### config.mk
export PLATFORM = sky130hd
export DESIGN_NAME = twu_top
export DESIGN_NICKNAME = d
export VERILOG_FILES = /design/src/inc/twu_pkg.sv /design/src/inc/twu_wave_if.sv /design/src/twu_wave.sv /design/src/twu_top.sv
export SDC_FILE = /design/constraint.sdc
export NUM_CORES = 1
export LEC_CHECK = 0
export BUFFER_PORTS_ARGS = -buffer_cell sky130_fd_sc_hd__buf_2
export CAP_MARGIN = 20
export CORE_MARGIN = 2
export CORE_UTILIZATION = 50
export CTS_CLUSTER_SIZE = 16
export DETAILED_ROUTE_END_ITERATION = 6
export GPL_TIMING_DRIVEN = 0
export PLACE_DENSITY_LB_ADDON = 0.3
export RECOVER_POWER = 50
export SLEW_MARGIN = 0
export SYNTH_ARGS = -nofsm -noshare
export SYNTH_HDL_FRONTEND = slang
export SYNTH_SLANG_ARGS = --single-unit
### constraint.sdc
create_clock -name clk -period 2.3 [get_ports clk]
set_input_delay 0.345 -clock clk [delete_from_list [all_inputs] [get_ports clk]]
set_output_delay 0.345 -clock clk [all_outputs]
set_load 0.005 [all_outputs]
### src/inc/twu_pkg.sv
// Purpose: shared constants and types of the 8-bit timer waveform output unit
// Assumes: APB slave with 32-bit data, one register per aligned word
// Notes:   register offsets are byte addresses on paddr

package twu_pkg;

    // apb address type
    typedef logic [7:0] twu_addr_t;

    // register offsets
    localparam twu_addr_t ADDR_CTRL    = 8'h00;
    localparam twu_addr_t ADDR_COUNT   = 8'h04;
    localparam twu_addr_t ADDR_COMPARE = 8'h08;
    localparam twu_addr_t ADDR_FLAGS   = 8'h0c;

    // control register fields
    localparam int CTRL_WGM_LSB   = 0;
    localparam int CTRL_COM_LSB   = 2;
    localparam int CTRL_FORCE_BIT = 4;

    // flag register fields
    localparam int FLAG_OVF_BIT   = 0;
    localparam int FLAG_CMP_BIT   = 1;
    localparam int FLAG_STATE_BIT = 2;

    // counter extremes
    localparam logic [7:0] CNT_MAX    = 8'hff;
    localparam logic [7:0] CNT_BOTTOM = 8'h00;

    // reset values
    localparam logic [7:0] RST_COUNT   = 8'h00;
    localparam logic [7:0] RST_COMPARE = 8'h00;
    localparam logic       RST_STATE   = 1'b0;

    // waveform generation modes
    typedef enum logic [1:0] {
        WGM_NORMAL = 2'b00,
        WGM_PHASE  = 2'b01,
        WGM_MATCH  = 2'b10,
        WGM_FAST   = 2'b11
    } twu_wgm_e;

    // compare output modes
    typedef enum logic [1:0] {
        COM_OFF    = 2'b00,
        COM_TOGGLE = 2'b01,
        COM_CLEAR  = 2'b10,
        COM_SET    = 2'b11
    } twu_com_e;

endpackage : twu_pkg

### src/inc/twu_wave_if.sv
// Purpose: carries match events and modes from the counter to the output stage
// Assumes: all events are one-cycle pulses in the clk domain
// Notes:   oc_state is the registered compare output state

interface twu_wave_if;
    import twu_pkg::*;

    logic     match_evt;
    logic     bottom_evt;
    logic     force_evt;
    twu_wgm_e wgm;
    twu_com_e com;
    logic     oc_state;

    // counter side drives events, reads the state
    modport ctl  (output match_evt, bottom_evt, force_evt, wgm, com, input oc_state);
    // output stage reads events, drives the state
    modport wave (input match_evt, bottom_evt, force_evt, wgm, com, output oc_state);
endinterface : twu_wave_if

### src/twu_wave.sv
// Purpose: compare output state register and its set, clear and toggle actions
// Assumes: match and bottom events come already qualified by the timer tick, force is a bus strobe
// Notes:   the state survives mode changes; only reset and the set, clear and toggle actions change it

module twu_wave (
    // clock and reset
    input wire logic   clk,
    input wire logic   sys_rst,
    // event and state link
    twu_wave_if.wave   wif
);
    import twu_pkg::*;

    logic oc_q;
    logic oc_d;

    // next state from the current modes and events
    always_comb begin
        oc_d = oc_q;
        case (wif.wgm)
            WGM_FAST: begin
                // match first, bottom last so a max compare holds steady
                if (wif.match_evt) begin
                    if (wif.com == COM_CLEAR) oc_d = 1'b0;
                    if (wif.com == COM_SET) oc_d = 1'b1;
                end
                // toggle setting does nothing here
                if (wif.bottom_evt) begin
                    if (wif.com == COM_CLEAR) oc_d = 1'b1;
                    if (wif.com == COM_SET) oc_d = 1'b0;
                end
            end
            WGM_PHASE: begin
                oc_d = oc_q;
            end
            default: begin
                // real or forced match, current field decides
                if (wif.match_evt || wif.force_evt) begin
                    case (wif.com)
                        COM_TOGGLE: oc_d = ~oc_q;
                        COM_CLEAR:  oc_d = 1'b0;
                        COM_SET:    oc_d = 1'b1;
                        default:    oc_d = oc_q;
                    endcase
                end
            end
        endcase
    end

    // state register
    always_ff @(posedge clk) begin
        if (sys_rst) begin
            oc_q <= RST_STATE;
        end else begin
            oc_q <= oc_d;
        end
    end

    assign wif.oc_state = oc_q;

endmodule : twu_wave

### src/twu_top.sv
// Purpose: 8-bit timer counter with compare match waveform output and APB
// Assumes: timer_tick is a one-cycle prescaled enable synchronous to clk
// Notes:   phase correct mode only counts up here and drives no output action
//          ctrl 0x00: [1:0] waveform mode, [3:2] output mode, [4] force strobe
//          count 0x04 and compare 0x08 hold bits [7:0]
//          compare reads back the pwm buffer
//          flags 0x0c: [0] overflow, [1] compare, write one clears
//          flags [2] shows the output state, read only

module twu_top (
    // clock and reset
    input  wire logic              clk,
    input  wire logic              sys_rst,
    // apb slave
    input  wire logic              psel,
    input  wire logic              penable,
    input  wire logic              pwrite,
    input  wire twu_pkg::twu_addr_t paddr,
    input  wire logic [31:0]       pwdata,
    output logic                   pready,
    output logic [31:0]            prdata,
    output logic                   pslverr,
    // prescaled count enable
    input  wire logic              timer_tick,
    // general purpose port pin
    input  wire logic              port_out_value,
    input  wire logic              output_pin_direction,
    output logic                   pin_out,
    output logic                   pin_oe,
    // status levels
    output logic                   overflow_flag,
    output logic                   compare_flag,
    output logic                   compare_output_state
);
    import twu_pkg::*;

    // control state
    twu_wgm_e    waveform_mode_q;
    twu_com_e    compare_output_mode_q;

    // counter and compare
    logic [7:0]  counter_value_q;
    logic [7:0]  counter_value_d;
    logic [7:0]  compare_buf_q;
    logic [7:0]  compare_value_q;

    // flags
    logic        overflow_flag_q;
    logic        compare_flag_q;
    logic        block_q;

    // bus decode
    logic        access;
    logic        wr_en;
    logic        mapped;
    logic        wr_ctrl;
    logic        wr_count;
    logic        wr_compare;
    logic        wr_flags;
    logic [31:0] rd_data;
    logic [31:0] prdata_q;

    // timer events
    logic        is_pwm;
    logic        at_max;
    logic        match_raw;
    logic        match_evt;
    logic        force_evt;
    twu_com_e    force_com;

    // link to the output stage
    twu_wave_if  wif ();

    // apb decode, zero wait states
    // pready is tied high, every access ends in its first access cycle
    // unmapped offsets drop writes, read zero and raise pslverr
    // read data come from a register loaded at setup
    assign access = psel && penable;
    assign wr_en  = access && pwrite;

    // mapped offsets
    // four words, all other offsets are holes
    always_comb begin
        case (paddr)
            ADDR_CTRL:    mapped = 1'b1;
            ADDR_COUNT:   mapped = 1'b1;
            ADDR_COMPARE: mapped = 1'b1;
            ADDR_FLAGS:   mapped = 1'b1;
            default:      mapped = 1'b0;
        endcase
    end

    // per-register write strobes
    // a write lands at the access edge
    assign wr_ctrl    = wr_en && (paddr == ADDR_CTRL);
    assign wr_count   = wr_en && (paddr == ADDR_COUNT);
    assign wr_compare = wr_en && (paddr == ADDR_COMPARE);
    assign wr_flags   = wr_en && (paddr == ADDR_FLAGS);

    // handshake answers
    // no wait states, error only in the access cycle
    assign pready  = 1'b1;
    assign pslverr = access && !mapped;

    // read mux, force bit always reads zero
    // upper bits always read zero
    always_comb begin
        rd_data = 32'h0000_0000;
        case (paddr)
            ADDR_CTRL: begin
                rd_data[CTRL_WGM_LSB +: 2] = waveform_mode_q;
                rd_data[CTRL_COM_LSB +: 2] = compare_output_mode_q;
            end
            ADDR_COUNT: begin
                rd_data[7:0] = counter_value_q;
            end
            ADDR_COMPARE: begin
                rd_data[7:0] = compare_buf_q;
            end
            ADDR_FLAGS: begin
                rd_data[FLAG_OVF_BIT]   = overflow_flag_q;
                rd_data[FLAG_CMP_BIT]   = compare_flag_q;
                rd_data[FLAG_STATE_BIT] = wif.oc_state;
            end
            default: begin
                rd_data = 32'h0000_0000;
            end
        endcase
    end

    // read data caught in the setup cycle, held through access
    // prdata stays put until the next read setup
    always_ff @(posedge clk) begin
        if (sys_rst) begin
            prdata_q <= 32'h0000_0000;
        end else if (psel && !penable && !pwrite) begin
            prdata_q <= rd_data;
        end
    end

    assign prdata = prdata_q;

    // control register
    // both mode fields load together on a control write
    // the new output mode steers the pin at once and the state from the next match or force on
    // the force bit is a strobe and never stored
    always_ff @(posedge clk) begin
        if (sys_rst) begin
            waveform_mode_q       <= WGM_NORMAL;
            compare_output_mode_q <= COM_OFF;
        end else if (wr_ctrl) begin
            waveform_mode_q       <= twu_wgm_e'(pwdata[CTRL_WGM_LSB +: 2]);
            compare_output_mode_q <= twu_com_e'(pwdata[CTRL_COM_LSB +: 2]);
        end
    end

    // mode decode
    // low mode bit marks the two pwm modes
    assign is_pwm = waveform_mode_q[0];

    // force strobe only in non-pwm modes, uses the value just written
    assign force_evt = wr_ctrl && pwdata[CTRL_FORCE_BIT] && !is_pwm;

    // comparator and match qualification
    // the comparator looks at the active compare only
    // matches count on timer ticks alone
    // a counter write can mask the following tick
    assign at_max    = (counter_value_q == CNT_MAX);
    assign match_raw = (counter_value_q == compare_value_q);

    // match counts on a tick, unless a counter write blocked it
    // keeps a freshly written count from matching at once
    assign match_evt = timer_tick && match_raw && !block_q;

    // blocking window, open from a counter write until the next tick
    // also open while ticks are stopped
    // a write in a tick cycle keeps it open
    always_ff @(posedge clk) begin
        if (sys_rst) begin
            block_q <= 1'b0;
        end else if (wr_count) begin
            block_q <= 1'b1;
        end else if (timer_tick) begin
            block_q <= 1'b0;
        end
    end

    // counter sequence, waveform mode only
    // output mode never changes how the counter steps
    // a bus write to the counter wins over a tick
    // phase correct mode falls back to plain up counting
    always_comb begin
        counter_value_d = counter_value_q;
        if (timer_tick) begin
            case (waveform_mode_q)
                WGM_MATCH: begin
                    // compare is top; a low top makes it run to max and wrap
                    if (match_evt) begin
                        counter_value_d = CNT_BOTTOM;
                    end else begin
                        counter_value_d = counter_value_q + 8'h01;
                    end
                end
                WGM_FAST: begin
                    // single slope, max then bottom, 256 ticks a period
                    counter_value_d = counter_value_q + 8'h01;
                end
                default: begin
                    // normal: up only, natural wrap
                    counter_value_d = counter_value_q + 8'h01;
                end
            endcase
        end
    end

    // bus write beats every count operation
    // a tick in the write cycle is lost
    // reset brings the counter to bottom
    always_ff @(posedge clk) begin
        if (sys_rst) begin
            counter_value_q <= RST_COUNT;
        end else if (wr_count) begin
            counter_value_q <= pwdata[7:0];
        end else begin
            counter_value_q <= counter_value_d;
        end
    end

    // compare value, buffered in pwm modes
    // software always reads back the buffer
    // non-pwm writes reach the comparator at once
    // pwm writes wait for the max to bottom step
    always_ff @(posedge clk) begin
        if (sys_rst) begin
            compare_buf_q <= RST_COMPARE;
        end else if (wr_compare) begin
            compare_buf_q <= pwdata[7:0];
        end
    end

    // active compare, direct in non-pwm, loaded at max to bottom in pwm
    // the buffer holds the pending pwm value
    always_ff @(posedge clk) begin
        if (sys_rst) begin
            compare_value_q <= RST_COMPARE;
        end else if (wr_compare && !is_pwm) begin
            compare_value_q <= pwdata[7:0];
        end else if (is_pwm && timer_tick && at_max) begin
            compare_value_q <= compare_buf_q;
        end
    end

    // flags, write one to clear, a set in the same cycle wins
    // counting only ever sets a flag
    // a forced match never touches the compare flag
    // clearing is left to software writes
    always_ff @(posedge clk) begin
        if (sys_rst) begin
            overflow_flag_q <= 1'b0;
        end else if (timer_tick && at_max) begin
            // max to bottom wrap in every waveform mode, phase correct included
            overflow_flag_q <= 1'b1;
        end else if (wr_flags && pwdata[FLAG_OVF_BIT]) begin
            overflow_flag_q <= 1'b0;
        end
    end

    // compare flag, never from a forced match
    // set at the tick that sees the equal count
    always_ff @(posedge clk) begin
        if (sys_rst) begin
            compare_flag_q <= 1'b0;
        end else if (match_evt) begin
            compare_flag_q <= 1'b1;
        end else if (wr_flags && pwdata[FLAG_CMP_BIT]) begin
            compare_flag_q <= 1'b0;
        end
    end

    // flags leave as plain levels
    assign overflow_flag = overflow_flag_q;
    assign compare_flag  = compare_flag_q;

    // output stage link
    // match and bottom events are already qualified by the timer tick, a force is not
    // bottom only matters in fast mode
    // a force uses the output mode written with it
    assign wif.match_evt  = match_evt;
    assign wif.bottom_evt = timer_tick && at_max && (waveform_mode_q == WGM_FAST);
    assign wif.force_evt  = force_evt;
    assign wif.wgm        = waveform_mode_q;
    assign force_com      = twu_com_e'(pwdata[CTRL_COM_LSB +: 2]);
    assign wif.com        = force_evt ? force_com : compare_output_mode_q;

    twu_wave u_wave (
        .clk     (clk),
        .sys_rst (sys_rst),
        .wif     (wif)
    );

    // internal state also leaves as a level
    assign compare_output_state = wif.oc_state;

    // port override, direction stays with the port
    // override needs only a nonzero output mode
    // waveform mode plays no part in the choice
    // the pin driver stays under the port direction bit
    // state may be set while the pin is still an input
    assign pin_out = (compare_output_mode_q != COM_OFF) ? wif.oc_state
                                                         : port_out_value;
    assign pin_oe  = output_pin_direction;

endmodule : twu_top

# Yosys cells after proc, flatten, opt, wreduce, memory -nomap -nowiden

Index checks and enable logic that the tools add are counted.
W data, S select, Z words.

Output and inout port bits: 39
Bits in registers: 40
Logic and storage cells: 87

Bitwise operators: 2
Multiplexer cells: 27
Equality and inequality tests: 11
Reductions and logical operators: 36
$add $sub $neg: 1

Operator list:

| operator              | count |
|---|---|
| $mux W8               | 6 |
| $logic_and A1 B1 Y1   | 20 |
| $eq A8 B4 Y1 const B  | 2 |
| $mux W1               | 15 |
| $pmux W3 S4           | 1 |
| $reduce_bool A2 Y1    | 6 |
| $add A8 B1 Y8 const B | 1 |
| $eq A2 B2 Y1 const B  | 4 |
| $eq A8 B3 Y1 const B  | 1 |
| $eq A8 B8 Y1          | 1 |
| $eq A8 B8 Y1 const B  | 1 |
| $logic_not A8 Y1      | 1 |
| $pmux W4 S2           | 1 |
| $pmux W1 S3           | 2 |
| $logic_not A1 Y1      | 5 |
| $eq A2 B1 Y1 const B  | 2 |
| $reduce_bool A4 Y1    | 1 |
| $reduce_or A4 Y1      | 1 |
| $reduce_and A3 Y1     | 1 |
| $mux W2               | 1 |
| $not A1 Y1            | 2 |
| $pmux W1 S2           | 1 |
| $logic_or A1 B1 Y1    | 1 |

# Logic depth before layout (Yosys ltp)

Gate-level depths: netlist (run 1).

Word-level depth: 14
Mapped depth: 7
Gate-level depth less buffers: 7

# Hierarchy

Synthesis (run 1) repeated with hierarchy kept, for this count alone.

Cell total of the unflattened synthesis: 284
Area, all modules: 2353.5 µm²

Modules (own cells, without submodules):

| module   | cells each | times used | area an instance (µm²) | seq. area each (µm²) |
|---|---|---|---|---|
| twu_top  | 272        | 1          | 2254.7                 | 780.7 |
| twu_wave | 12         | 1          | 98.8                   | 20.0 |

# Least setup slack after synthesis (run 1)

OpenSTA, ideal clock, no wires.

Path kind: input-to-reg
From: input paddr[2]
To: register u_wave.oc_q, in the netlist u_wave.wif.oc_state
Setup time: 0.131 ns
Arrival: 1.656 ns
Cell stages on the path: 7
Setup slack: 0.513 ns
Required time: 2.169 ns
Path through: buf_2 -> nor2_1 -> nand4_2 -> nor3b_2 -> mux2i_1 -> mux2i_1 -> a221oi_2

Cells in the longest elaborated chain, start to end: 13
Elaborated cells on any way between the ends: 21
Classes of those cells: eq/ne (3); mux (10); reduce/logical (8)

RTL lines:

| what                                | RTL line                                       | RTL |
|---|---|---|
| start: declaration                  | twu_top.sv:18                                  | `input wire twu_pkg::twu_addr_t paddr,` |
| $logic_not A8 Y1 *                  | twu_top.sv:95                                  | `assign wr_ctrl = wr_en && (paddr == ADDR_CTRL);` |
| $logic_and A1 B1 Y1 *               | twu_top.sv:95                                  |  |
| $logic_and A1 B1 Y1 * (2 in series) | twu_top.sv:162                                 | `assign force_evt = wr_ctrl && pwdata[CTRL_FORCE_BIT] && !is_pwm;` |
| $mux W2                             | twu_top.sv:293                                 | `assign wif.com = force_evt ? force_com : compare_output_mode_q;` |
| $eq A2 B2 Y1                        | twu_wave.sv:24, twu_wave.sv:29, twu_wave.sv:39 |  |
| $mux W1                             | twu_wave.sv:24                                 | `if (wif.com == COM_CLEAR) oc_d = 1'b0;` |
| $mux W1                             | twu_wave.sv:25                                 | `if (wif.com == COM_SET) oc_d = 1'b1;` |
| $mux W1                             | twu_wave.sv:23                                 | `if (wif.match_evt) begin` |
| $mux W1                             | twu_wave.sv:29                                 | `if (wif.com == COM_CLEAR) oc_d = 1'b1;` |
| $mux W1                             | twu_wave.sv:30                                 | `if (wif.com == COM_SET) oc_d = 1'b0;` |
| $mux W1                             | twu_wave.sv:28                                 | `if (wif.bottom_evt) begin` |
| $pmux W1 S2                         | twu_wave.sv:20                                 | `case (wif.wgm)` |
| end signal: assignment              | twu_wave.sv:53                                 | `oc_q <= RST_STATE;` |
| end signal: assignment              | twu_wave.sv:55                                 | `oc_q <= oc_d;` |
| end: declaration                    | twu_wave.sv:14                                 | `logic oc_q;` |

Mark *: on every way between the ends. The rest lies on a longest branch, timed or not. The select of a mux whose other input is x is not followed.
A chain may end at the register's enable or synchronous reset.

# Worst setup path after layout (run 1)

From: register counter_value_q[0]
To: register compare_value_q[5]

Cells in the longest elaborated chain, start to end: 3

RTL lines:

| what                                | RTL line       | RTL |
|---|---|---|
| start: declaration                  | twu_top.sv:42  | `logic [7:0] counter_value_q;` |
| start signal: assignment            | twu_top.sv:223 | `counter_value_q <= pwdata[7:0];` |
| start signal: assignment            | twu_top.sv:225 | `counter_value_q <= counter_value_d;` |
| $eq A8 B8 Y1                        | twu_top.sv:168 | `assign at_max = (counter_value_q == CNT_MAX);` |
| $logic_and A1 B1 Y1                 | twu_top.sv:248 | `end else if (is_pwm && timer_tick && at_max) begin` |
| $reduce_bool A2 Y1 (no source line) | n/a            |  |
| end signal: assignment              | twu_top.sv:247 | `compare_value_q <= pwdata[7:0];` |
| end signal: assignment              | twu_top.sv:249 | `compare_value_q <= compare_buf_q;` |
| end: declaration                    | twu_top.sv:45  | `logic [7:0] compare_value_q;` |

Every way passes these cells.

==> results of run 1 <==
==> synth_stat cells, drive strengths merged, types with 4 or more instances <==
library cell,instances,share of area
dfxtp,40,0.32
buf,36,0.11
a21oi,32,0.065
nand2,29,0.045
nor2,27,0.043
nand3,16,0.034
a22oi,15,0.046
nor3,10,0.020
o21ai,10,0.020
and3,8,0.022
xnor2,8,0.028
nand4,7,0.034
clkbuf,6,0.0091
mux2i,5,0.020
nor4,4,0.025
o31ai,4,0.012
==> cell families after synthesis <==
family,count (synthesis),synth area share
buffers and inverters,44,0.122
AOI/OAI and AO/OA,69,0.179
DFF,40,0.324
xor gates and xnor gates,8,0.0284
other,2,0.00304
and+or+nand+nor,117,0.277
adders and majority gates,1,0.00507
muxes,11,0.0613
==> report_power, final <==
group	internal [mW]	leakage, nW	total [mW]	switching, mW
Sequential	0.696	0.323	0.703	0.00620
Combinational	0.0740	0.764	0.166	0.0917
Clock	0.327	0.0548	0.606	0.279
==> cells in the final DEF, fill, tap and decap left out, types with 4 or more instances in the layout <==
master / synthesis / routed
a21oi_1: 32 / 32
a22oi_1: 15 / 15
and3_1: 5 / 5
buf_2: 4 / 25
buf_4: 27 / 26
buf_6: 4 / 4
clkbuf_1: 6 / 18
clkbuf_8: 0 / 5
conb_1: 2 / 25
dfxtp_1: 40 / 40
mux2i_1: 5 / 5
nand2_1: 28 / 28
nand3_1: 15 / 15
nand4_2: 4 / 4
nor2_1: 25 / 25
nor3_1: 10 / 10
o21ai_0: 10 / 10
o31ai_1: 4 / 4
xnor2_1: 8 / 8
==> per-stage QoR <==
step | hold slack (ns) | worst slack [ns] | cell area, um^2 | util
2_1_floorplan | 0.445 | 0.513 | 2560 | -
3_3_place_gp | 0.455 | 0.205 | 2810 | 0.591
3_5_place_dp | 0.463 | 0.201 | 2810 | 0.591
4_1_cts | 0.317 | 0.234 | 2930 | 0.615
5_1_grt | 0.321 | 0.0916 | 2900 | 0.611
6_report | 0.317 | 0.222 | 2900 | 0.611
==> registers in the layout, indices dropped and copies added, names as in the netlist <==
register               flops
compare_output_mode_q      2
u_wave.wif.oc_state        1
compare_flag               1
compare_buf_q              8
block_q                    1
waveform_mode_q            2
prdata                     8
overflow_flag              1
compare_value_q            8
counter_value_q            8
==> per-layer routing <==
metal | vias up | wire (um)
li1 | 1130 | -
met1 | 1036 | 2560
met2 | 101 | 2920
met3 | 7 | 558
met4 | 0 | 99
met5 | - | 0
==> how the worst min path moves through the flow <==
stage / cells past startpoint / slack, ns / end / from
4_1_cts: 3 / 0.32 / compare_buf_q[5] / pwdata[5]
3_5_place_dp: 2 / 0.46 / compare_value_q[0] / compare_value_q[0]
6_report: 3 / 0.32 / compare_buf_q[5] / pwdata[5]
2_1_floorplan: 2 / 0.45 / block_q / block_q
5_1_grt: 3 / 0.32 / compare_buf_q[7] / pwdata[7]
3_3_place_gp: 2 / 0.45 / compare_value_q[1] / compare_value_q[1]
==> worst max-delay path: stages, from the launching register on <==
cell and delay [ns]:
dfxtp_1 0.44, ha_1 0.24, and3_2 0.25, nand4_4 0.15, nor2_2 0.36, mux2_2 0.38, nor2_1 0.08, nor3_1 0.05
==> area by class of cell <==
| type | instances | area (um^2) |
|---|---|---|
| inverter | 2 | 7.51 |
| multi-input combinational | 231 | 1450 |
| tap | 67 | 83.8 |
| sequential | 40 | 801 |
| timing repair buffer | 34 | 158 |
| clock buffer | 5 | 68.8 |
| fill | 460 | 1850 |
| clock inverter | 3 | 46.3 |
| buffer | 42 | 290 |
==> results.py, run 1 <==
metrics = {
    "global_routing": {
        "busiest_layer": "met2",
        "grt_pass1_wl_um": 9580,
        "grt_pass1_vias": 2018,
        "grt_usage": 0.231,
        "grt_use_met1": 0.294,
        "met2_usage": 0.378,
        "grt_util_met3": 0.0556,
        "overflow": 0,
        "grt_antenna_before_repair": 0,
        "grt_max_degree": 15,
    },
    "place": {
        "dp_hpwl_um": 4490,
        "gp_congestion": 0.856,
        "placed_cells": 416,
        "numPortBuffers": 34,
    },
    "timing": {
        "rsz0062_at_grt": "no",
        "fin_crit_sh": 0.903,
        "slew-limit-headroom": 0.644,
        "setup_violations": 0,
        "skew_ns": 0.00537,
        "finalSetupTns_ns": 0,
        "min_period_ns": 2.08,
        "drv_slew": 0,
        "report.final.hold_viol_count": 0,
        "fmax_mhz": 481,
        "tightest_slew_ns": 0.533,
    },
    "setup_path": {
        "worstSetupStartpointType": "register",
        "crit_arrival_ns": 2.26,
        "r2r_setup_slack_ns": 0.22,
        "crit_required_ns": 2.48,
        "startpoint": "counter_value_q[0]",
        "cp-end-kind": "register",
        "worstPathMaxFanout": 9,
        "r2r_start": "counter_value_q[0]",
        "rr_endpoint": "compare_value_q[5]",
        "setup.worst_path.class": "reg -> reg",
        "setup.worst_path.end": "compare_value_q[5]",
        "ff2ff_path_depth": 7,
    },
    "finish": {
        "area.growth.synth_to_final_pct": 17.5,
        "num_antenna_cells": 0,
        "fin_cells": 424,
        "drive_gt1_frac": 0.249,
        "nets": 405,
    },
    "synth": {
        "synthDistinctLibCells": 49,
        "dominantRegCellSynth": "dfxtp_1",
        "ys_async_sr_fraction": 0,
        "synth_seq_cells": 40,
        "synth_area_per_cell_um2": 8.46,
        "synth_edf_count": 0,
        "yosys_warnings": 0,
        "ys_seq_area_frac": 0.324,
        "synthCells": 292,
        "synth_area_um2": 2470,
    },
    "power_and_ir_drop": {
        "irDropWorstVdd_mv": 0.239,
        "power-per-cell-area_nw_per_um2": 508,
        "p_leak_nw": 1.14,
        "power_mw": 1.47,
    },
    "routing": {
        "drt_pre_antenna_iters": 4,
        "postRouteWirelength_um": 6140,
        "drt_iter0_drc": 212,
        "drtAntennaViolNets": 0,
        "wl_per_cell_um": 14.5,
        "num_vias": 2274,
        "drcViolationCount": 0,
        "vias_per_cell": 5.36,
    },
    "clock_network": {
        "clockBufferDepth": 2,
        "numCtsBuffers": 5,
        "cts_resized": 0,
        "cts_root_buf": "clkbuf_8",
        "clkSlewWorstSetupHoldPaths_ns": 0.09,
        "insertion_delay_ns": 0.30,
        "htreeDepth": 2,
        "post_cts_buffers": 0,
        "cts_tree": "yes",
        "cts_hold_buf": 0,
        "cts_sinks": 40,
    },
    "floorplanning": {
        "start_util": 0.519,
        "rows": 25,
        "die_x_um": 74.3,
        "core_um2": 4750,
        "die_area_um2": 5520,
        "dieHeight_um": 74.3,
        "ios": 87,
    },
    "min_path": {
        "hold_class": "in -> reg",
    },
    "run": {
        "cap_violations": 0,
    },
    "run_status": {
        "run_status": "completed",
    },
}
(Power assumes the default switching activity.)
==> run 2: changes to the inputs <==
--- a/config.mk
+++ b/config.mk
@@ -7,8 +7,7 @@
 export LEC_CHECK = 0
 export BUFFER_PORTS_ARGS = -buffer_cell sky130_fd_sc_hd__buf_2
 export CAP_MARGIN = 20
-export CORE_MARGIN = 2
-export CORE_UTILIZATION = 50
+export CORE_UTILIZATION = 28
 export CTS_CLUSTER_SIZE = 16
 export DETAILED_ROUTE_END_ITERATION = 6
 export GPL_TIMING_DRIVEN = 0
==> constraint.sdc (replaced) <==
create_clock -name clk -period 2 [get_ports clk]
set_input_delay 0.3 -clock clk [delete_from_list [all_inputs] [get_ports clk]]
set_output_delay 0.3 -clock clk [all_outputs]
set_load 0.005 [all_outputs]
==> results.py, run 2 (synthesis gave the netlist of run 1 again) <==
metrics = {
    "clock_network": {
        "clockBufferDepth": 2,
        "htreeDepth": 2,
        "clkSlewWorstSetupHoldPaths_ns": 0.09,
        "cts_hold_buf": 0,
        "insertion_delay_ns": 0.30,
        "numCtsBuffers": 5,
        "cts_tree": "yes",
        "cts_root_buf": "clkbuf_8",
        "cts_sinks": 40,
    },
    "place": {
        "numPortBuffers": 34,
        "placed_cells": 454,
        "dp_hpwl_um": 5000,
        "post_dp_cell_area_um2": 2860,
        "gp_congestion": 0.781,
        "pre_cts_ws_ns": -0.142,
    },
    "routing": {
        "postRouteWirelength_um": 6820,
        "num_vias": 2323,
        "wl_met2_um": 3110,
        "routed.top_layer": "met4",
        "drcViolationCount": 0,
        "drt_iter0_drc": 86,
        "wl_met3_um": 409,
        "drtAntennaViolNets": 0,
        "vias_per_cell": 4.96,
        "wl_met1_um": 3200,
        "drt_pre_antenna_iters": 4,
        "wl_per_cell_um": 14.6,
    },
    "timing": {
        "min_period_ns": 1.88,
        "slew-limit-headroom": 0.613,
        "fin_worst_hold_slack_ns": 0.273,
        "skew_ns": 0.00833,
        "setup_violations": 0,
        "fin_ws_ns": 0.120,
        "fin_crit_sh": 0.940,
        "report.final.hold_viol_count": 0,
        "drv_slew": 0,
        "tightest_slew_ns": 0.580,
        "fmax_mhz": 532,
    },
    "global_routing": {
        "grt_max_degree": 14,
        "grt_antenna_before_repair": 0,
        "grt_pass1_vias": 2121,
        "grt_usage": 0.156,
        "overflow": 0,
        "grt_pass1_wl_um": 10600,
    },
    "run_status": {
        "run_status": "completed",
    },
    "finish": {
        "final_cell_mix": "dfxtp_1, buf_4, a21oi_1",
        "regArea_um2": 803,
        "final_area_um2": 2990,
        "fin_cells": 468,
        "multi_input_area_um2": 1460,
        "fillerInstances": 917,
        "num_antenna_cells": 0,
        "area.growth.synth_to_final_pct": 20.9,
        "layout_commonest_cell": "dfxtp_1",
        "drive_gt1_frac": 0.264,
        "fin_util": 0.356,
        "nets": 411,
    },
    "setup_path": {
        "crit_path_max_incr_delay_ns": 0.45,
        "setup.worst_path.class": "reg -> reg",
        "cp-end-kind": "register",
        "slowest_stage": "dfxtp_1",
        "worstPathCellList": "xnor2_1, nand4_2, o41ai_4, buf_4, o31ai_1, a21oi_1, nor3_1",
        "worstPathMaxFanout": 6,
        "worstSetupStartpointType": "register",
        "crit_required_ns": 2.17,
        "crit_arrival_ns": 2.05,
    },
    "power_and_ir_drop": {
        "clkPwrFrac": 0.370,
        "irDropWorstVdd_mv": 0.262,
        "p_leak_nw": 1.16,
        "seqPwrFrac": 0.507,
        "p_sw_mw": 0.429,
        "power-per-cell-area_nw_per_um2": 535,
        "intPower_mw": 1.17,
        "p_sw_frac": 0.268,
        "comb_power_share": 0.123,
    },
    "floorplanning": {
        "core_um2": 8380,
        "die_area_um2": 9200,
        "die_x_um": 95.9,
        "start_util": 0.295,
        "ios": 87,
        "dieHeight_um": 95.9,
        "rows": 33,
    },
    "min_path": {
        "hold_class": "in -> reg",
    },
    "run": {
        "cap_violations": 0,
    },
}
run 2: changes by cell type in the layout (fill, tap and decap cells not counted), sizes merged:
cell,change
clkbuf,+3
bufinv,-1
clkinvlp,+1
inv,-1
buf,+4
run 2: worst max-delay path, delay by kind of cell (launching register included):
kind / cells / cell delay, ns
AOI/OAI and AO/OA: 3 / 0.61
xor gates and xnor gates: 1 / 0.18
buffers and inverters: 1 / 0.20
DFF: 1 / 0.45
and+or+nand+nor: 2 / 0.31
run 2: per-stage QoR:
step	setup TNS, ns	power, mW
5_1_grt	-0.000372	1.66
4_1_cts	0	1.61
3_5_place_dp	-1.05	1.02
3_3_place_gp	-1.02	1.02
2_1_floorplan	0	0.952
6_report	0	1.60
run 2: final timing paths:
check / startpoint / endpoint / slack (ns) / cells after the start
setup / recovery: counter_value_q[6] / counter_value_q[5] / 0.12 / 7
hold / removal: pwdata[5] / compare_buf_q[5] / 0.27 / 3
setup reg to reg: counter_value_q[6] / counter_value_q[5] / 0.12 / 7
hold reg to reg: compare_value_q[7] / compare_value_q[7] / 0.47 / 2
run 2: layer usage:
| layer | track usage | vias up |
|---|---|---|
| li1 | - | 1137 |
| met1 | 0.196 | 1100 |
| met2 | 0.260 | 76 |
| met3 | 0.0348 | 10 |
| met4 | 0.0585 | 0 |
| met5 | 0 | - |
run 2: repair_timing:
action,CTS,global route
setup endpoints to repair,8,13
setup buffers,3,3
resized for setup,1,3
pin swaps,1,2
run 2: power groups by stage:
| stage | Sequential, mW | Combinational, mW | Clock (mW) |
|---|---|---|---|
| 2_1_floorplan | 0.825 | 0.127 | 0 |
| 3_3_place_gp | 0.828 | 0.192 | 0 |
| 3_5_place_dp | 0.828 | 0.193 | 0 |
| 4_1_cts | 0.809 | 0.194 | 0.604 |
| 5_1_grt | 0.810 | 0.217 | 0.633 |
| 6_report | 0.809 | 0.197 | 0.591 |
run 2: layout make-up:
cell class,instances,area share
clock inverters,2,0.00503
inverters,2,0.00251
well taps,105,0.0440
multi-input cells,231,0.487
plain buffers,42,0.0977
clock buffers,6,0.0277
repair buffers,40,0.0666
flip-flops and latches,40,0.269
